<file path="src/hdl/sds_defines.vh">
// Constants for the stacked die select logic: opcodes, die count, timing.
// Assumes inclusion by bare name from the design files only.
`ifndef SDS_DEFINES_VH
`define SDS_DEFINES_VH
`define SDS_NUM_DIES      4
`define SDS_DIE_IDENTIFIER_W      8
`define SDS_OP_DIE_SELECT 8'hC2
`define SDS_OP_RST_ENABLE 8'h66
`define SDS_OP_RST_DEVICE 8'h99
`define SDS_RESET_DIE_IDENTIFIER  8'h00
`define SDS_CLK_PERIOD_NS 25
`endif

</file>
<file path="src/hdl/sds_die_ctl.v">
// One die's instruction decoder: keeps the die-select and reset pair.
// Assumes bit strobes already synchronised to core_clk by the top level.
`timescale 1ns/1ps
`include "sds_defines.vh"
module sds_die_ctl #(
  parameter [7:0] DIE_IDENTIFIER = 8'h00
) (
  // Clock and reset
  input  wire       core_clk,
  input  wire       rst,
  // Frame events from the shared serial front end
  input  wire       frame_start,
  input  wire       frame_end,
  input  wire       bit_strobe,
  input  wire       bit_value,
  // Die state
  output reg        active_reg,
  output reg        soft_reset_reg
);
  reg [7:0] shift_reg;
  reg [5:0] bit_count_reg;
  reg [7:0] opcode_reg;
  reg       rst_armed_reg;
  reg       rst_armed_frame_reg;
  wire [7:0] shifted;
  assign shifted = {shift_reg[6:0], bit_value};

  always @(posedge core_clk) begin
    if (rst) begin
      shift_reg           <= 8'h00;
      bit_count_reg       <= 6'h00;
      opcode_reg          <= 8'h00;
      rst_armed_reg       <= 1'b0;
      rst_armed_frame_reg <= 1'b0;
      active_reg          <= (DIE_IDENTIFIER == `SDS_RESET_DIE_IDENTIFIER);
      soft_reset_reg      <= 1'b0;
    end else begin
      soft_reset_reg <= 1'b0;
      if (soft_reset_reg) begin
        // Return to power-up state after a software reset
        active_reg    <= (DIE_IDENTIFIER == `SDS_RESET_DIE_IDENTIFIER);
        rst_armed_reg <= 1'b0;
      end
      if (frame_start) begin
        bit_count_reg       <= 6'h00;
        rst_armed_frame_reg <= rst_armed_reg;
        rst_armed_reg       <= 1'b0;
      end else if (bit_strobe && bit_count_reg < 6'h10) begin
        shift_reg     <= shifted;
        bit_count_reg <= bit_count_reg + 6'h01;
        if (bit_count_reg == 6'h07) begin
          opcode_reg <= shifted;
          // Any die decodes these two, idle or not
          if (shifted == `SDS_OP_RST_ENABLE)
            rst_armed_reg <= 1'b1;
          if (shifted == `SDS_OP_RST_DEVICE && rst_armed_frame_reg)
            soft_reset_reg <= 1'b1;
        end
        if (bit_count_reg == 6'h0F && opcode_reg == `SDS_OP_DIE_SELECT)
          active_reg <= (shifted == DIE_IDENTIFIER);
      end
      if (frame_end && bit_count_reg != 6'h08)
        rst_armed_reg <= 1'b0;
    end
  end
endmodule

</file>
<file path="src/hdl/sds_stack_top.v">
// Top of the stacked die select logic: serial front end and four dies.
// Assumes serial pins come from another domain and are synchronised here.
`timescale 1ns/1ps
`include "sds_defines.vh"
module sds_stack_top (
  // Clock and reset
  input  wire       core_clk,
  input  wire       rst,
  // Serial pins
  input  wire       sclk,
  input  wire       cs_n,
  input  wire       si,
  // Serial output pin, three signals
  input  wire       so_in,
  output reg        so_out,
  output wire       so_oe,
  // Per-die data to shift out while active
  input  wire [3:0] die_data_bit,
  // Die state
  output wire [3:0] die_active,
  output wire       soft_reset
);
  reg  [1:0] sclk_sync_reg;
  reg  [1:0] cs_sync_reg;
  reg  [1:0] si_sync_reg;
  reg        sclk_prev_reg;
  reg        cs_prev_reg;
  reg        seen_fall_reg;
  wire       sclk_rise;
  wire       sclk_fall;
  wire       frame_start;
  wire       frame_end;
  wire       bit_strobe;
  wire [3:0] die_reset;
  wire       active_bit;

  always @(posedge core_clk) begin
    if (rst) begin
      sclk_sync_reg <= 2'b00;
      cs_sync_reg   <= 2'b11;
      si_sync_reg   <= 2'b00;
      sclk_prev_reg <= 1'b0;
      cs_prev_reg   <= 1'b1;
      seen_fall_reg <= 1'b0;
    end else begin
      sclk_sync_reg <= {sclk_sync_reg[0], sclk};
      cs_sync_reg   <= {cs_sync_reg[0], cs_n};
      si_sync_reg   <= {si_sync_reg[0], si};
      sclk_prev_reg <= sclk_sync_reg[1];
      cs_prev_reg   <= cs_sync_reg[1];
      if (frame_start)
        seen_fall_reg <= 1'b1;
    end
  end

  assign sclk_rise   = sclk_sync_reg[1] & ~sclk_prev_reg;
  assign sclk_fall   = ~sclk_sync_reg[1] & sclk_prev_reg;
  assign frame_start = cs_prev_reg & ~cs_sync_reg[1];
  assign frame_end   = ~cs_prev_reg & cs_sync_reg[1];
  // Bits only count inside a frame begun by a select falling edge
  assign bit_strobe  = sclk_rise & ~cs_sync_reg[1] & seen_fall_reg;

  // Die identifier for generate slot idx, cut to the identifier width
  function [7:0] die_identifier_of;
    input integer idx;
    begin
      die_identifier_of = idx[7:0];
    end
  endfunction

  genvar g;
  generate
    for (g = 0; g < `SDS_NUM_DIES; g = g + 1) begin : dies
      sds_die_ctl #(
        .DIE_IDENTIFIER (die_identifier_of(g))
      ) u_die (
        .core_clk       (core_clk),
        .rst            (rst),
        .frame_start    (frame_start),
        .frame_end      (frame_end),
        .bit_strobe     (bit_strobe),
        .bit_value      (si_sync_reg[1]),
        .active_reg     (die_active[g]),
        .soft_reset_reg (die_reset[g])
      );
    end
  endgenerate

  assign soft_reset = |die_reset;
  // Only the active die's bit reaches the pin
  assign active_bit = |(die_active & die_data_bit);

  always @(posedge core_clk) begin
    if (rst)
      so_out <= 1'b0;
    else if (sclk_fall)
      so_out <= active_bit;
  end

  // Driven only inside a frame and only with an active die
  assign so_oe = ~cs_sync_reg[1] & (|die_active);
endmodule

</file>
<file path="config.mk">
export PLATFORM = sky130hd
export DESIGN_NAME = sds_stack_top
export DESIGN_NICKNAME = d
export VERILOG_FILES = /design/src/hdl/sds_die_ctl.v /design/src/hdl/sds_stack_top.v
export VERILOG_INCLUDE_DIRS = /design/src /design/src/hdl
export SDC_FILE = /design/constraint.sdc
export NUM_CORES = 1
export LEC_CHECK = 0
export BUFFER_PORTS_ARGS = -buffer_cell sky130_fd_sc_hd__buf_2
export CAP_MARGIN = 20
export CORE_ASPECT_RATIO = 0.6
export CORE_MARGIN = 10
export CORE_UTILIZATION = 40
export CTS_CLUSTER_DIAMETER = 50
export DETAILED_ROUTE_END_ITERATION = 7
export MAX_ROUTING_LAYER = met4
export SETUP_SLACK_MARGIN = 0.3
export SLEW_MARGIN = 20
export SYNTH_ARGS = -nofsm -noshare
export SYNTH_HDL_FRONTEND = slang
export SYNTH_SLANG_ARGS = --single-unit
</file>
<file path="constraint.sdc">
create_clock -name core_clk -period 2.7 [get_ports core_clk]
set_input_delay 0.54 -clock core_clk [delete_from_list [all_inputs] [get_ports core_clk]]
set_output_delay 0.54 -clock core_clk [all_outputs]
set_load 0.01 [all_outputs]
</file>
-- Word-level counts from Yosys, hierarchy flattened
Index checks and enable logic that the tools add are counted.
Widths: inputs -> output; s select.
- flip-flop bits (word level): 110
- bits of input ports: 10
- logic and storage cells: 164
- $add $sub $neg: 4
- order comparisons: 4
- eq/ne operators: 27
- muxes and demuxes: 36
- bitwise operators: 21
- reductions and logical operators: 37
- operators by type and width (kind ; number):
    $eq 8x8->1 const B ; 8
    $mux 1 ; 36
    $eq 8x7->1 const B ; 4
    $reduce_or 4->1 ; 7
    $add 6x1->6 const B ; 4
    $eq 6x3->1 const B ; 4
    $eq 6x4->1 const B ; 4
    $lt 6x5->1 const B ; 4
    $ne 6x4->1 const B ; 4
    $eq 8x2->1 const B ; 2
    $logic_and 1x1->1 ; 16
    $not 1->1 ; 13
    $reduce_and 3->1 ; 4
    $reduce_or 3->1 ; 4
    $eq 8x1->1 const B ; 1
    $logic_not 8->1 ; 1
    $reduce_and 2->1 ; 4
    $and 1x1->1 ; 7
    $and 4x4->4 ; 1
    $reduce_or 2->1 ; 1

-- Longest topological paths before layout
Gate-level depths: netlist of the first run.
- word-level depth: 7
- mapped depth: 7
- gate-level depth less buffers: 5

-- Modules after synthesis
A second synthesis of the first run with hierarchy kept.
- cell total of the unflattened synthesis: 503
- area total of the unflattened synthesis: 4616.9 um^2
- by module, submodules not included (module ; instances ; cells each ; area an instance (um^2) ; seq. area each (um^2)):
    sds_die_ctl at dies[0].u_die ; 1 ; 125 ; 1082.3 ; 500.5
    sds_die_ctl at dies[2].u_die ; 1 ; 115 ; 1081.0 ; 500.5
    sds_die_ctl at dies[1].u_die ; 1 ; 117 ; 1064.8 ; 500.5
    sds_die_ctl at dies[3].u_die ; 1 ; 115 ; 1054.8 ; 500.5
    sds_stack_top ; 1 ; 31 ; 334.1 ; 200.2

-- Least setup slack after synthesis of the first run
OpenSTA, ideal clock, no wires.
- path kind: register to register
- start point: register cs_sync_reg[1]
- end point: register dies[0].u_die.active_reg
- setup time: 125 ps
- arrival: 1462 ps
- data required time: 2575 ps
- path slack: 1113 ps
- cell stages (with the launch flop): 5
- buffers on the path: 1
- clock period less this slack: 1587 ps
- cell sequence: dfxtp_1 nand2b_1 buf_4 nand3_2 o41a_1
- cells in the longest elaborated chain, start to end: 6
- elaborated cells on any way between the ends: 7
- those cells by class: 2 x mux; 4 x bitwise; 1 x reduce/logical
- RTL lines (element ; RTL line ; RTL):
    from (decl) ; sds_stack_top.v:24 ; reg [1:0] cs_sync_reg;
    from (signal assigned) ; sds_stack_top.v:47 ; cs_sync_reg <= {cs_sync_reg[0], cs_n};
    $not 1->1 (*) ; sds_stack_top.v:58, sds_stack_top.v:61 ;
    $and 1x1->1 (2 in series) ; sds_stack_top.v:61 ; assign bit_strobe = sclk_rise & ~cs_sync_reg[1] & seen_fall_reg;
    $logic_and 1x1->1 ; sds_die_ctl.v:48 ; end else if (bit_strobe && bit_count_reg < 6'h10) begin
    $mux 1 ; sds_die_ctl.v:48 ;
    $mux 1 (*) ; sds_die_ctl.v:44 ; if (frame_start) begin
    to (signal assigned) ; sds_die_ctl.v:35 ; active_reg <= (DIE_IDENTIFIER == `SDS_RESET_DIE_IDENTIFIER);
    to (signal assigned) ; sds_die_ctl.v:41 ; active_reg <= (DIE_IDENTIFIER == `SDS_RESET_DIE_IDENTIFIER);
    to (signal assigned) ; sds_die_ctl.v:60 ; active_reg <= (shifted == DIE_IDENTIFIER);
    to (decl) ; sds_die_ctl.v:17 ; output reg active_reg,
Mark *: on every way between the ends. The rest lies on a longest branch, timed or not.
A chain may end at the register's enable or synchronous reset.

-- Worst setup path after layout of the first run
- start point: register cs_sync_reg[1]
- end point: register dies[1].u_die.soft_reset_reg
- cells in the longest elaborated chain, start to end: 6
- elaborated cells on any way between the ends: 7
- those cells by class: 5 x bitwise; 2 x reduce/logical
- RTL lines (element ; RTL line ; RTL):
    $not 1->1 (*) ; sds_stack_top.v:58, sds_stack_top.v:61 ;
    $and 1x1->1 (2 in series) ; sds_stack_top.v:61 ;
    $logic_and 1x1->1 ; sds_die_ctl.v:48 ;
    $not 1->1 (no source line) ; - ;
    $reduce_or 4->1 (no source line) (*) ; - ;
    to (signal assigned) ; sds_die_ctl.v:36 ; soft_reset_reg <= 1'b0;
    to (signal assigned) ; sds_die_ctl.v:38 ; soft_reset_reg <= 1'b0;
    to (signal assigned) ; sds_die_ctl.v:57 ; soft_reset_reg <= 1'b1;
    to (decl) ; sds_die_ctl.v:18 ; output reg soft_reset_reg
Marks and branches as above.

==> impl_metrics.py, run 1 <==
metrics = {
    "outcome": {
        "status": "completed",
    },
    "sta": {
        "fin_setup_tns_ns": 0,
        "final_period_util": 0.7396,
        "worst_hold_slack_ns": 0.3756,
        "layout_min_cycle_time_ns": 1.997,
        "maxClockFrequency_mhz": 500.8,
        "hold_violations": 0,
        "worst-slew-pin-transition_ns": 0.6368,
        "skew_ns": 0.007391,
        "report.final.slew_viol_count": 0,
        "grt_setup_unrepaired": "false",
        "finalSetupViolCount": 0,
        "worst_rel_slew_slack": 0.5739,
    },
    "cells_and_area": {
        "finalNetCount": 511,
        "antenna_cells": 0,
        "largest_register_ff_count": 32,
        "area.growth.synth_to_final_pct": 11.03,
        "final_common_cell": "sky130_fd_sc_hd__dfxtp_1",
        "final_layout_size_suffix_gt1_frac": 0.09237,
        "most-common-layout-cells": "sky130_fd_sc_hd__dfxtp_1 (110), sky130_fd_sc_hd__nor2_1 (81), sky130_fd_sc_hd__mux2i_1 (51)",
    },
    "logic_synthesis": {
        "synth_enable_flop_cells": 0,
        "synthFlopType": "sky130_fd_sc_hd__dfxtp_1",
        "ys_ff_latch": 110,
        "synth-warning-count": 0,
        "netlist_instances": 487,
        "synthesis.area_sq_um": 4593,
        "synth.avg_cell_area_sq_um": 9.432,
        "async_flop_share": 0,
        "yosysSeqAreaShare": 0.4794,
        "netlist-cell-type-count": 50,
        "mappedNetlistNets": 505,
    },
    "flow_run": {
        "maxCapViolCount": 0,
    },
    "setup_path": {
        "cp_cell_sequence": "nand2b_1, buf_4, nand3_4, or2_1, nor4_1",
        "worst_r2r_startpoint": "cs_sync_reg[1]",
        "endpoint_kind": "flip-flop",
        "cp.buffers_inverters": 1,
        "critical_path.top_delay_family": "simple AND/OR/NAND/NOR gates",
        "setup.worst_path.start": "cs_sync_reg[1]",
        "crit_path_start_kind": "flip-flop",
        "crit_slowest_cell": "sky130_fd_sc_hd__dfxtp_1",
        "critical_path_class": "reg2reg",
        "worst_ep_arrival_time_ns": 2.24,
        "crit_path_max_fanout": 16,
        "worst-r2r-setup-slack_ns": 0.70,
        "worst_ep_required_time_ns": 2.95,
        "worst_path_largest_cell_delay_ns": 0.40,
    },
    "routing": {
        "post-route-drc-count": 0,
        "detail_route.vias_per_cell": 5.241,
        "drt_iter0_drc": 222,
        "drt.antenna.violating_nets": 0,
        "drt-wirelength-per-cell_microns": 15.11,
        "detailed_routing_iteration_count_for_the_pre_antenna_repair_pass": 5,
        "route.final.wire_length_microns": 9699,
        "detailroute.via_count": 3365,
    },
    "grt": {
        "antenna_found_initial": 0,
        "grt_overflow_total": 0,
        "grt_start_max_net_pins": 88,
        "grt.total_usage": 0.1305,
        "global_route_wire_length_before_repair_microns": 16530,
        "number_of_global_route_vias_before_repair": 3241,
    },
    "floorplanning": {
        "floorplan.die.height_microns": 103.0,
        "fp.dieArea_sq_um": 16310,
        "rows": 30,
        "floorplan.io_pins": 17,
        "die_w_microns": 158.3,
        "initial_core_util": 0.4079,
        "core_area_sq_um": 11260,
    },
    "worst_hold_path": {
        "worst_hold_path_startpoint": "cs_n",
        "worstHoldPathType": "in2reg",
    },
    "cts": {
        "ctsResizeCount": 0,
        "cts_post_setup_buffers_inserted": 0,
        "clock_insertion_delay_at_the_later_pin_of_the_skew_report_ns": 0.34,
        "cts_hold_buffers": 0,
        "cts_htree_levels": 3,
        "tritoncts": "yes",
        "cts_sinks": 110,
        "cts-root-to-sink-buffers": 2,
        "cts.clk_slew.worst_paths_ns": 0.07,
        "number_of_clock_buffers_inserted_by_tritoncts": 9,
        "root_buffer": "sky130_fd_sc_hd__clkbuf_16",
    },
    "placement": {
        "routabilityCongestion": 0.7912,
        "port_buffers": 15,
        "place_hpwl_microns": 6742,
    },
    "power_and_ir_drop": {
        "power.ir.vdd_worst_mv": 0.3146,
        "ratio_of_total_power_to_cell_area_nw_per_um2": 613.7,
        "power_leakage_nw": 2.159,
    },
}
## stage by stage
stage	cells	cell area, sq um	power, mW	setup slack [ns]	utilization
2_1_floorplan	487	4593	1.712	1.113	-
3_3_place_gp	626	4775	1.736	0.7789	0.4240
3_5_place_dp	626	4775	1.737	0.7379	0.4240
4_1_cts	642	5100	3.160	0.7079	0.4529
5_1_grt	642	5100	3.246	0.5503	0.4529
6_report	642	5100	3.130	0.7031	0.4529
## worst register-to-register path: stages, from the launching register on
cell	delay [ns]
sky130_fd_sc_hd__dfxtp_1	0.40
sky130_fd_sc_hd__nand2b_1	0.29
sky130_fd_sc_hd__buf_4	0.28
sky130_fd_sc_hd__nand3_4	0.23
sky130_fd_sc_hd__or2_1	0.40
sky130_fd_sc_hd__nor4_1	0.29
## metal layers
metal / vias to the layer above / global-route usage / part of all wire
met5: - / - / 0
met4: 0 / 0.03331 / 0.0052
met3: 4 / 0.03833 / 0.033
met2: 42 / 0.1744 / 0.41
met1: 1616 / 0.1858 / 0.55
li1: 1703 / - / -
## final timing paths
check / cells after the start / to
worst max register to register: 5 / dies[1].u_die.soft_reset_reg
worst min-delay path: 2 / cs_sync_reg[0]
worst min register to register: 1 / cs_sync_reg[1]
worst max-delay path: 5 / dies[1].u_die.soft_reset_reg
## power by group
group / total [mW] / switching, mW / internal, mW
registers: 1.63 / 0.00368 / 1.63
clock network: 1.43 / 0.590 / 0.841
logic: 0.0680 / 0.0458 / 0.0223
total: 3.13 / 0.639 / 2.49
## logic make-up after synthesis
kind of cell	count (synthesis)	share of synthesized area
AO/OA/AOI/OAI	46	0.06020
buffers and inverters	36	0.03596
AND/OR/NAND/NOR	224	0.2686
adder cells (fa/ha/maj)	8	0.02179
multiplexers	51	0.1111
flip-flops	110	0.4794
XOR/XNOR	12	0.02288
## cell type report
cell class	instances	area, sq um
multi-input cells	341	2226
fillers	1087	6161
inverters	11	41.29
clock buffers	11	242.7
repair buffers	20	125.1
clock inverters	5	82.58
flip-flops and latches	110	2202
well taps	144	180.2
## synthesized netlist by cell type, types with 7 or more instances
library cell	n	share of area
sky130_fd_sc_hd__clkbuf_1	15	0.012
sky130_fd_sc_hd__nor2b_1	19	0.026
sky130_fd_sc_hd__nor2_1	81	0.066
sky130_fd_sc_hd__and3_1	8	0.011
sky130_fd_sc_hd__nor4_1	7	0.0095
sky130_fd_sc_hd__nand4_1	8	0.011
sky130_fd_sc_hd__nand2b_1	12	0.016
sky130_fd_sc_hd__xor2_1	8	0.015
sky130_fd_sc_hd__o21ai_0	22	0.024
sky130_fd_sc_hd__inv_1	11	0.0090
sky130_fd_sc_hd__nand2_1	21	0.017
sky130_fd_sc_hd__a21oi_1	10	0.011
sky130_fd_sc_hd__mux2i_1	51	0.11
sky130_fd_sc_hd__dfxtp_1	110	0.48
sky130_fd_sc_hd__nand3_1	19	0.021
sky130_fd_sc_hd__ha_1	8	0.022
(Power assumes the default switching activity.)
==> run 2: changes to the inputs <==
- clock period: 2.7 -> 1.7 ns (I/O delays scaled with it)
==> impl_metrics.py, run 2 (synthesis gave the netlist of run 1 again) <==
metrics = {
    "cells_and_area": {
        "final_layout_size_suffix_gt1_frac": 0.3571,
        "fillerInstances": 946,
        "largest_register_ff_count": 32,
        "most-common-layout-cells": "sky130_fd_sc_hd__dfxtp_1 (90), sky130_fd_sc_hd__nor2_1 (78), sky130_fd_sc_hd__mux2i_1 (50)",
        "fin_area_sq_um": 6364,
        "finalNetCount": 574,
        "instances_no_fill": 704,
        "final_common_cell": "sky130_fd_sc_hd__dfxtp_1",
        "antenna_cells": 0,
        "area.growth.synth_to_final_pct": 38.55,
        "utilization": 0.5651,
    },
    "grt": {
        "antenna_found_initial": 0,
        "number_of_global_route_vias_before_repair": 3746,
        "grt_start_max_net_pins": 44,
        "grt_overflow_total": 0,
        "global_route_wire_length_before_repair_microns": 18750,
        "grt.total_usage": 0.1460,
    },
    "floorplanning": {
        "rows": 30,
        "floorplan.io_pins": 17,
        "core_area_sq_um": 11260,
        "floorplan.die.height_microns": 103.0,
        "fp.dieArea_sq_um": 16310,
        "die_w_microns": 158.3,
        "initial_core_util": 0.4079,
    },
    "cts": {
        "cts_htree_levels": 3,
        "cts-root-to-sink-buffers": 2,
        "number_of_clock_buffers_inserted_by_tritoncts": 9,
        "cts_hold_buffers": 0,
        "tritoncts": "yes",
        "cts.clk_slew.worst_paths_ns": 0.07,
        "root_buffer": "sky130_fd_sc_hd__clkbuf_16",
        "clock_insertion_delay_at_the_later_pin_of_the_skew_report_ns": 0.34,
        "cts_sinks": 110,
    },
    "sta": {
        "maxClockFrequency_mhz": 596.4,
        "worst_rel_slew_slack": 0.6838,
        "layout_min_cycle_time_ns": 1.677,
        "hold_violations": 0,
        "fin_setup_tns_ns": 0,
        "skew_ns": 0.009783,
        "grt_setup_unrepaired": "true",
        "worst-slew-pin-transition_ns": 0.4732,
        "finalSetupViolCount": 0,
        "post-route-worst-setup-slack_ns": 0.02317,
        "worst_hold_slack_ns": 0.1902,
        "final_period_util": 0.9864,
        "report.final.slew_viol_count": 0,
    },
    "outcome": {
        "status": "completed",
    },
    "placement": {
        "pre_cts_ws_ns": -0.05496,
        "placed_cells_incl_taps": 648,
        "routabilityCongestion": 0.8110,
        "port_buffers": 15,
        "place_hpwl_microns": 6966,
        "placed_area_sq_um": 4989,
    },
    "power_and_ir_drop": {
        "netSwitchingPower_mw": 1.007,
        "share_seq_of_total_power": 0.515,
        "p_int_mw": 4.004,
        "total_power_draw_mw": 5.011,
        "power.combinational.fraction": 0.031,
        "ratio_of_total_power_to_cell_area_nw_per_um2": 787.5,
        "power_leakage_nw": 2.603,
        "switching_part_of_the_total": 0.2010,
        "power.ir.vdd_worst_mv": 0.5687,
        "clock_power_share": 0.454,
    },
    "setup_path": {
        "critical_path_class": "reg2out",
        "crit_path_start_kind": "flip-flop",
        "worst_ep_arrival_time_ns": 1.34,
        "worst_ep_required_time_ns": 1.36,
        "endpoint_kind": "output port",
        "crit_path_max_fanout": 3,
    },
    "routing": {
        "detailed_routing_iteration_count_for_the_pre_antenna_repair_pass": 4,
        "drt_iter0_drc": 196,
        "drt.antenna.violating_nets": 0,
        "post-route-drc-count": 0,
        "drt-wirelength-per-cell_microns": 16.92,
        "route.final.wire_length_microns": 11910,
        "detail_route.vias_per_cell": 5.337,
        "detailroute.via_count": 3757,
    },
    "worst_hold_path": {
        "worstHoldPathType": "in2reg",
    },
    "flow_run": {
        "maxCapViolCount": 0,
    },
}
[run 2: critical path, stage by stage (launching register included)]
cell and delay (ns):
sky130_fd_sc_hd__dfxtp_2 0.34, sky130_fd_sc_hd__or4_4 0.52, sky130_fd_sc_hd__buf_6 0.14
[run 2: path summary, 6_finish.rpt]
check,from,to,slack [ns],cells after the start
max,dies[0].u_die.soft_reset_reg,soft_reset,0.02,2
min,cs_n,cs_sync_reg[0],0.19,2
max reg2reg,sclk_prev_reg,dies[3].u_die.active_reg,0.05,5
min reg2reg,cs_sync_reg[0],cs_sync_reg[1],0.44,1
[run 2: final cells by class]
class / instances / area, sq um / share of cell area
Tap cell: 144 / 180.2 / 0.02831
Inverter: 11 / 41.29 / 0.006488
Multi-Input combinational cell: 345 / 2804 / 0.4406
Sequential cell: 110 / 2242 / 0.3523
Clock inverter: 3 / 67.56 / 0.01062
Timing Repair Buffer: 79 / 772.0 / 0.1213
Clock buffer: 12 / 256.5 / 0.04031
[run 2: layer usage]
layer | global-route usage | vias up | wire length (microns)
li1 | - | 1849 | -
met1 | 0.1918 | 1839 | 5706
met2 | 0.2256 | 61 | 5670
met3 | 0.03333 | 8 | 475
met4 | 0.03118 | 0 | 59
met5 | - | - | 0
[run 2: what timing repair did]
item / 4_1_cts / 5_1_grt
endpoints found under the setup margin: 90 / 92
pin swaps: 39 / 52
cloned: 5 / 2
buffers inserted: 24 / 10
resized for setup: 96 / 80
[run 2: power groups by stage]
stage | sequential (mW) | clock, mW | combinational [mW]
final | 2.58 | 2.27 | 0.155
after global routing | 2.58 | 2.43 | 0.168
after CTS | 2.59 | 2.32 | 0.146
after detailed placement | 2.65 | 0 | 0.123
after global placement | 2.65 | 0 | 0.122
after floorplan | 2.65 | 0 | 0.0717
==> run 3: changes to the inputs <==
- ABC_AREA: not set -> 1
==> impl_metrics.py, run 3 <==
metrics = {
    "outcome": {
        "status": "completed",
    },
    "logic_synthesis": {
        "netlist_top_cells_count": "sky130_fd_sc_hd__dfxtp_1 (110), sky130_fd_sc_hd__inv_1 (82), sky130_fd_sc_hd__nand2_1 (82)",
        "yosysSeqAreaShare": 0.4686,
        "netlist-cell-type-count": 32,
        "post_synth_fa_ha_maj_area_fraction": 0.02130,
        "synth.avg_cell_area_sq_um": 7.460,
        "synth_enable_flop_cells": 0,
        "synthMostInstantiatedCell": "sky130_fd_sc_hd__dfxtp_1",
        "synth_compound_area_frac": 0.1576,
        "ys_ff_latch": 110,
        "synth-xor-area-share": 0,
        "synthesis.area_sq_um": 4700,
        "synth_top_cell_area_share": 0.4686,
        "synth-warning-count": 0,
        "yosys-top-cells-area": "sky130_fd_sc_hd__dfxtp_1 (47%), sky130_fd_sc_hd__a21oi_1 (8.3%), sky130_fd_sc_hd__inv_1 (6.5%)",
        "async_flop_share": 0,
        "synthMuxAreaShare": 0,
        "synthFlopType": "sky130_fd_sc_hd__dfxtp_1",
        "post_synth_and_or_nand_nor_area_fraction": 0.2548,
        "synth_area_leader_cell": "sky130_fd_sc_hd__dfxtp_1",
        "combinational_family_with_the_most_area_after_synthesis": "simple AND/OR/NAND/NOR gates",
        "mappedNetlistNets": 648,
        "netlist_instances": 630,
    },
    "floorplanning": {
        "rows": 30,
        "initial_core_util": 0.4132,
        "die_w_microns": 159.9,
        "floorplan.io_pins": 17,
        "floorplan.die.height_microns": 104.0,
        "fp.dieArea_sq_um": 16630,
        "core_area_sq_um": 11370,
    },
    "sta": {
        "layout_min_cycle_time_ns": 1.427,
        "hold_violations": 0,
        "worst_rel_slew_slack": 0.7124,
        "report.final.slew_viol_count": 0,
        "final_period_util": 0.8392,
        "worst-slew-pin-transition_ns": 0.4298,
        "grt_setup_unrepaired": "true",
        "finalSetupViolCount": 0,
        "maxClockFrequency_mhz": 701.0,
        "skew_ns": 0.008086,
        "fin_setup_tns_ns": 0,
    },
    "routing": {
        "detail_route.vias_per_cell": 5.025,
        "detailroute.via_count": 4201,
        "drt_iter0_drc": 277,
        "drt-wirelength-per-cell_microns": 14.32,
        "route.final.wire_length_microns": 11970,
        "detailed_routing_iteration_count_for_the_pre_antenna_repair_pass": 5,
        "post-route-drc-count": 0,
        "drt.antenna.violating_nets": 0,
    },
    "cts": {
        "cts_sinks": 110,
        "cts.clk_slew.worst_paths_ns": 0.07,
        "cts_hold_buffers": 0,
        "tritoncts": "yes",
        "cts-root-to-sink-buffers": 2,
        "clock_insertion_delay_at_the_later_pin_of_the_skew_report_ns": 0.35,
        "number_of_clock_buffers_inserted_by_tritoncts": 9,
        "cts_htree_levels": 3,
        "root_buffer": "sky130_fd_sc_hd__clkbuf_16",
    },
    "placement": {
        "placed_area_sq_um": 4943,
        "place_hpwl_microns": 7945,
        "port_buffers": 15,
        "routabilityCongestion": 0.8788,
    },
    "power_and_ir_drop": {
        "ratio_of_total_power_to_cell_area_nw_per_um2": 848.9,
        "power_leakage_nw": 2.137,
        "power.ir.vdd_worst_mv": 0.4720,
        "total_power_draw_mw": 4.913,
    },
    "setup_path": {
        "critical_path_class": "reg2out",
        "endpoint_kind": "output port",
        "worst_ep_arrival_time_ns": 1.09,
        "crit_path_start_kind": "flip-flop",
        "crit_path_max_fanout": 2,
        "worst_ep_required_time_ns": 1.36,
    },
    "grt": {
        "antenna_found_initial": 0,
        "grt_start_max_net_pins": 34,
        "global_route_wire_length_before_repair_microns": 18860,
        "grt.total_usage": 0.1412,
        "grt_overflow_total": 0,
        "number_of_global_route_vias_before_repair": 3730,
    },
    "worst_hold_path": {
        "worstHoldPathType": "in2reg",
    },
    "flow_run": {
        "maxCapViolCount": 0,
    },
    "cells_and_area": {
        "most-common-layout-cells": "sky130_fd_sc_hd__dfxtp_1 (95), sky130_fd_sc_hd__nand2_1 (78), sky130_fd_sc_hd__a21oi_1 (73)",
        "finalNetCount": 689,
        "antenna_cells": 0,
        "fin_area_sq_um": 5787,
        "final_common_cell": "sky130_fd_sc_hd__dfxtp_1",
        "area.growth.synth_to_final_pct": 23.14,
        "final_layout_size_suffix_gt1_frac": 0.2234,
        "largest_register_ff_count": 32,
    },
}
[run 3: cell count changes after synthesis, sizes merged, moves of 6 or more]
cell,change
nand3,+9
and3,-7
nand2,+66
clkbuf,-6
nor3,+9
nor2b,-19
xor2,-8
inv,+77
mux2i,-51
nand2b,-12
nand4,+15
a21oi,+68
o21ai,+42
[run 3: power by group]
| group | internal [mW] | switching, mW | leakage, nW |
|---|---|---|---|
| Clock | 1.15 | 0.970 | 0.138 |
| Combinational | 0.0667 | 0.128 | 1.10 |
| Sequential | 2.59 | 0.0151 | 0.895 |
[run 3: metrics by stage]
stage                       util  cells  hold slack (ns)  setup WS (ns)
after floorplan                -    630           0.3883         0.3245
after global placement    0.4347    794           0.4114        0.09456
after global routing      0.5088    836           0.1650         0.2011
final                     0.5088    836           0.1686         0.2734
after CTS                 0.4800    822           0.1575         0.2537
after detailed placement  0.4347    794           0.4019        0.07088
[run 3: final timing paths]
kind	start	endpoint	slack, ns	cells past startpoint
max	dies[2].u_die.active_reg	so_oe	0.27	3
min	cs_n	cs_sync_reg[0]	0.17	2
max reg2reg	dies[3].u_die.bit_count_reg[0]	dies[3].u_die.opcode_reg[2]	0.29	7
min reg2reg	si_sync_reg[0]	si_sync_reg[1]	0.42	2
[run 3: routing by layer]
| metal | track usage | wire length (microns) |
|---|---|---|
| met1 | 0.2018 | 6062 |
| met2 | 0.1910 | 5005 |
| met3 | 0.03636 | 818 |
| met4 | 0.03460 | 81 |
| met5 | - | 0 |
[run 3: area by class of cell]
cell class              count  area (sq um)
fillers                  1083          5587
multi-input cells         412          2322
flip-flops and latches    110          2231
repair buffers             50         394.1
inverters                  88         339.1
clock buffers               9         225.2
well taps                 160         200.2
clock inverters             7         75.07
[run 3: kinds of logic after synthesis]
family                     after synthesis
DFF                                    110
AOI/OAI and AO/OA                      146
adders and majority gates                8
buffers and inverters                  112
and+or+nand+nor                        254
[run 3: what timing repair did]
action,CTS,global route
resized for setup,38,70
endpoints found under the setup margin,76,82
endpoints found under the hold margin,0,0
setup buffers,8,13
gates cloned,4,1
pin swaps,10,19
[run 3: critical path, cell delays in order, from the launching register on]
cell	delay (ns)
sky130_fd_sc_hd__dfxtp_2	0.33
sky130_fd_sc_hd__nor3_2	0.19
sky130_fd_sc_hd__a21oi_2	0.08
sky130_fd_sc_hd__buf_2	0.14
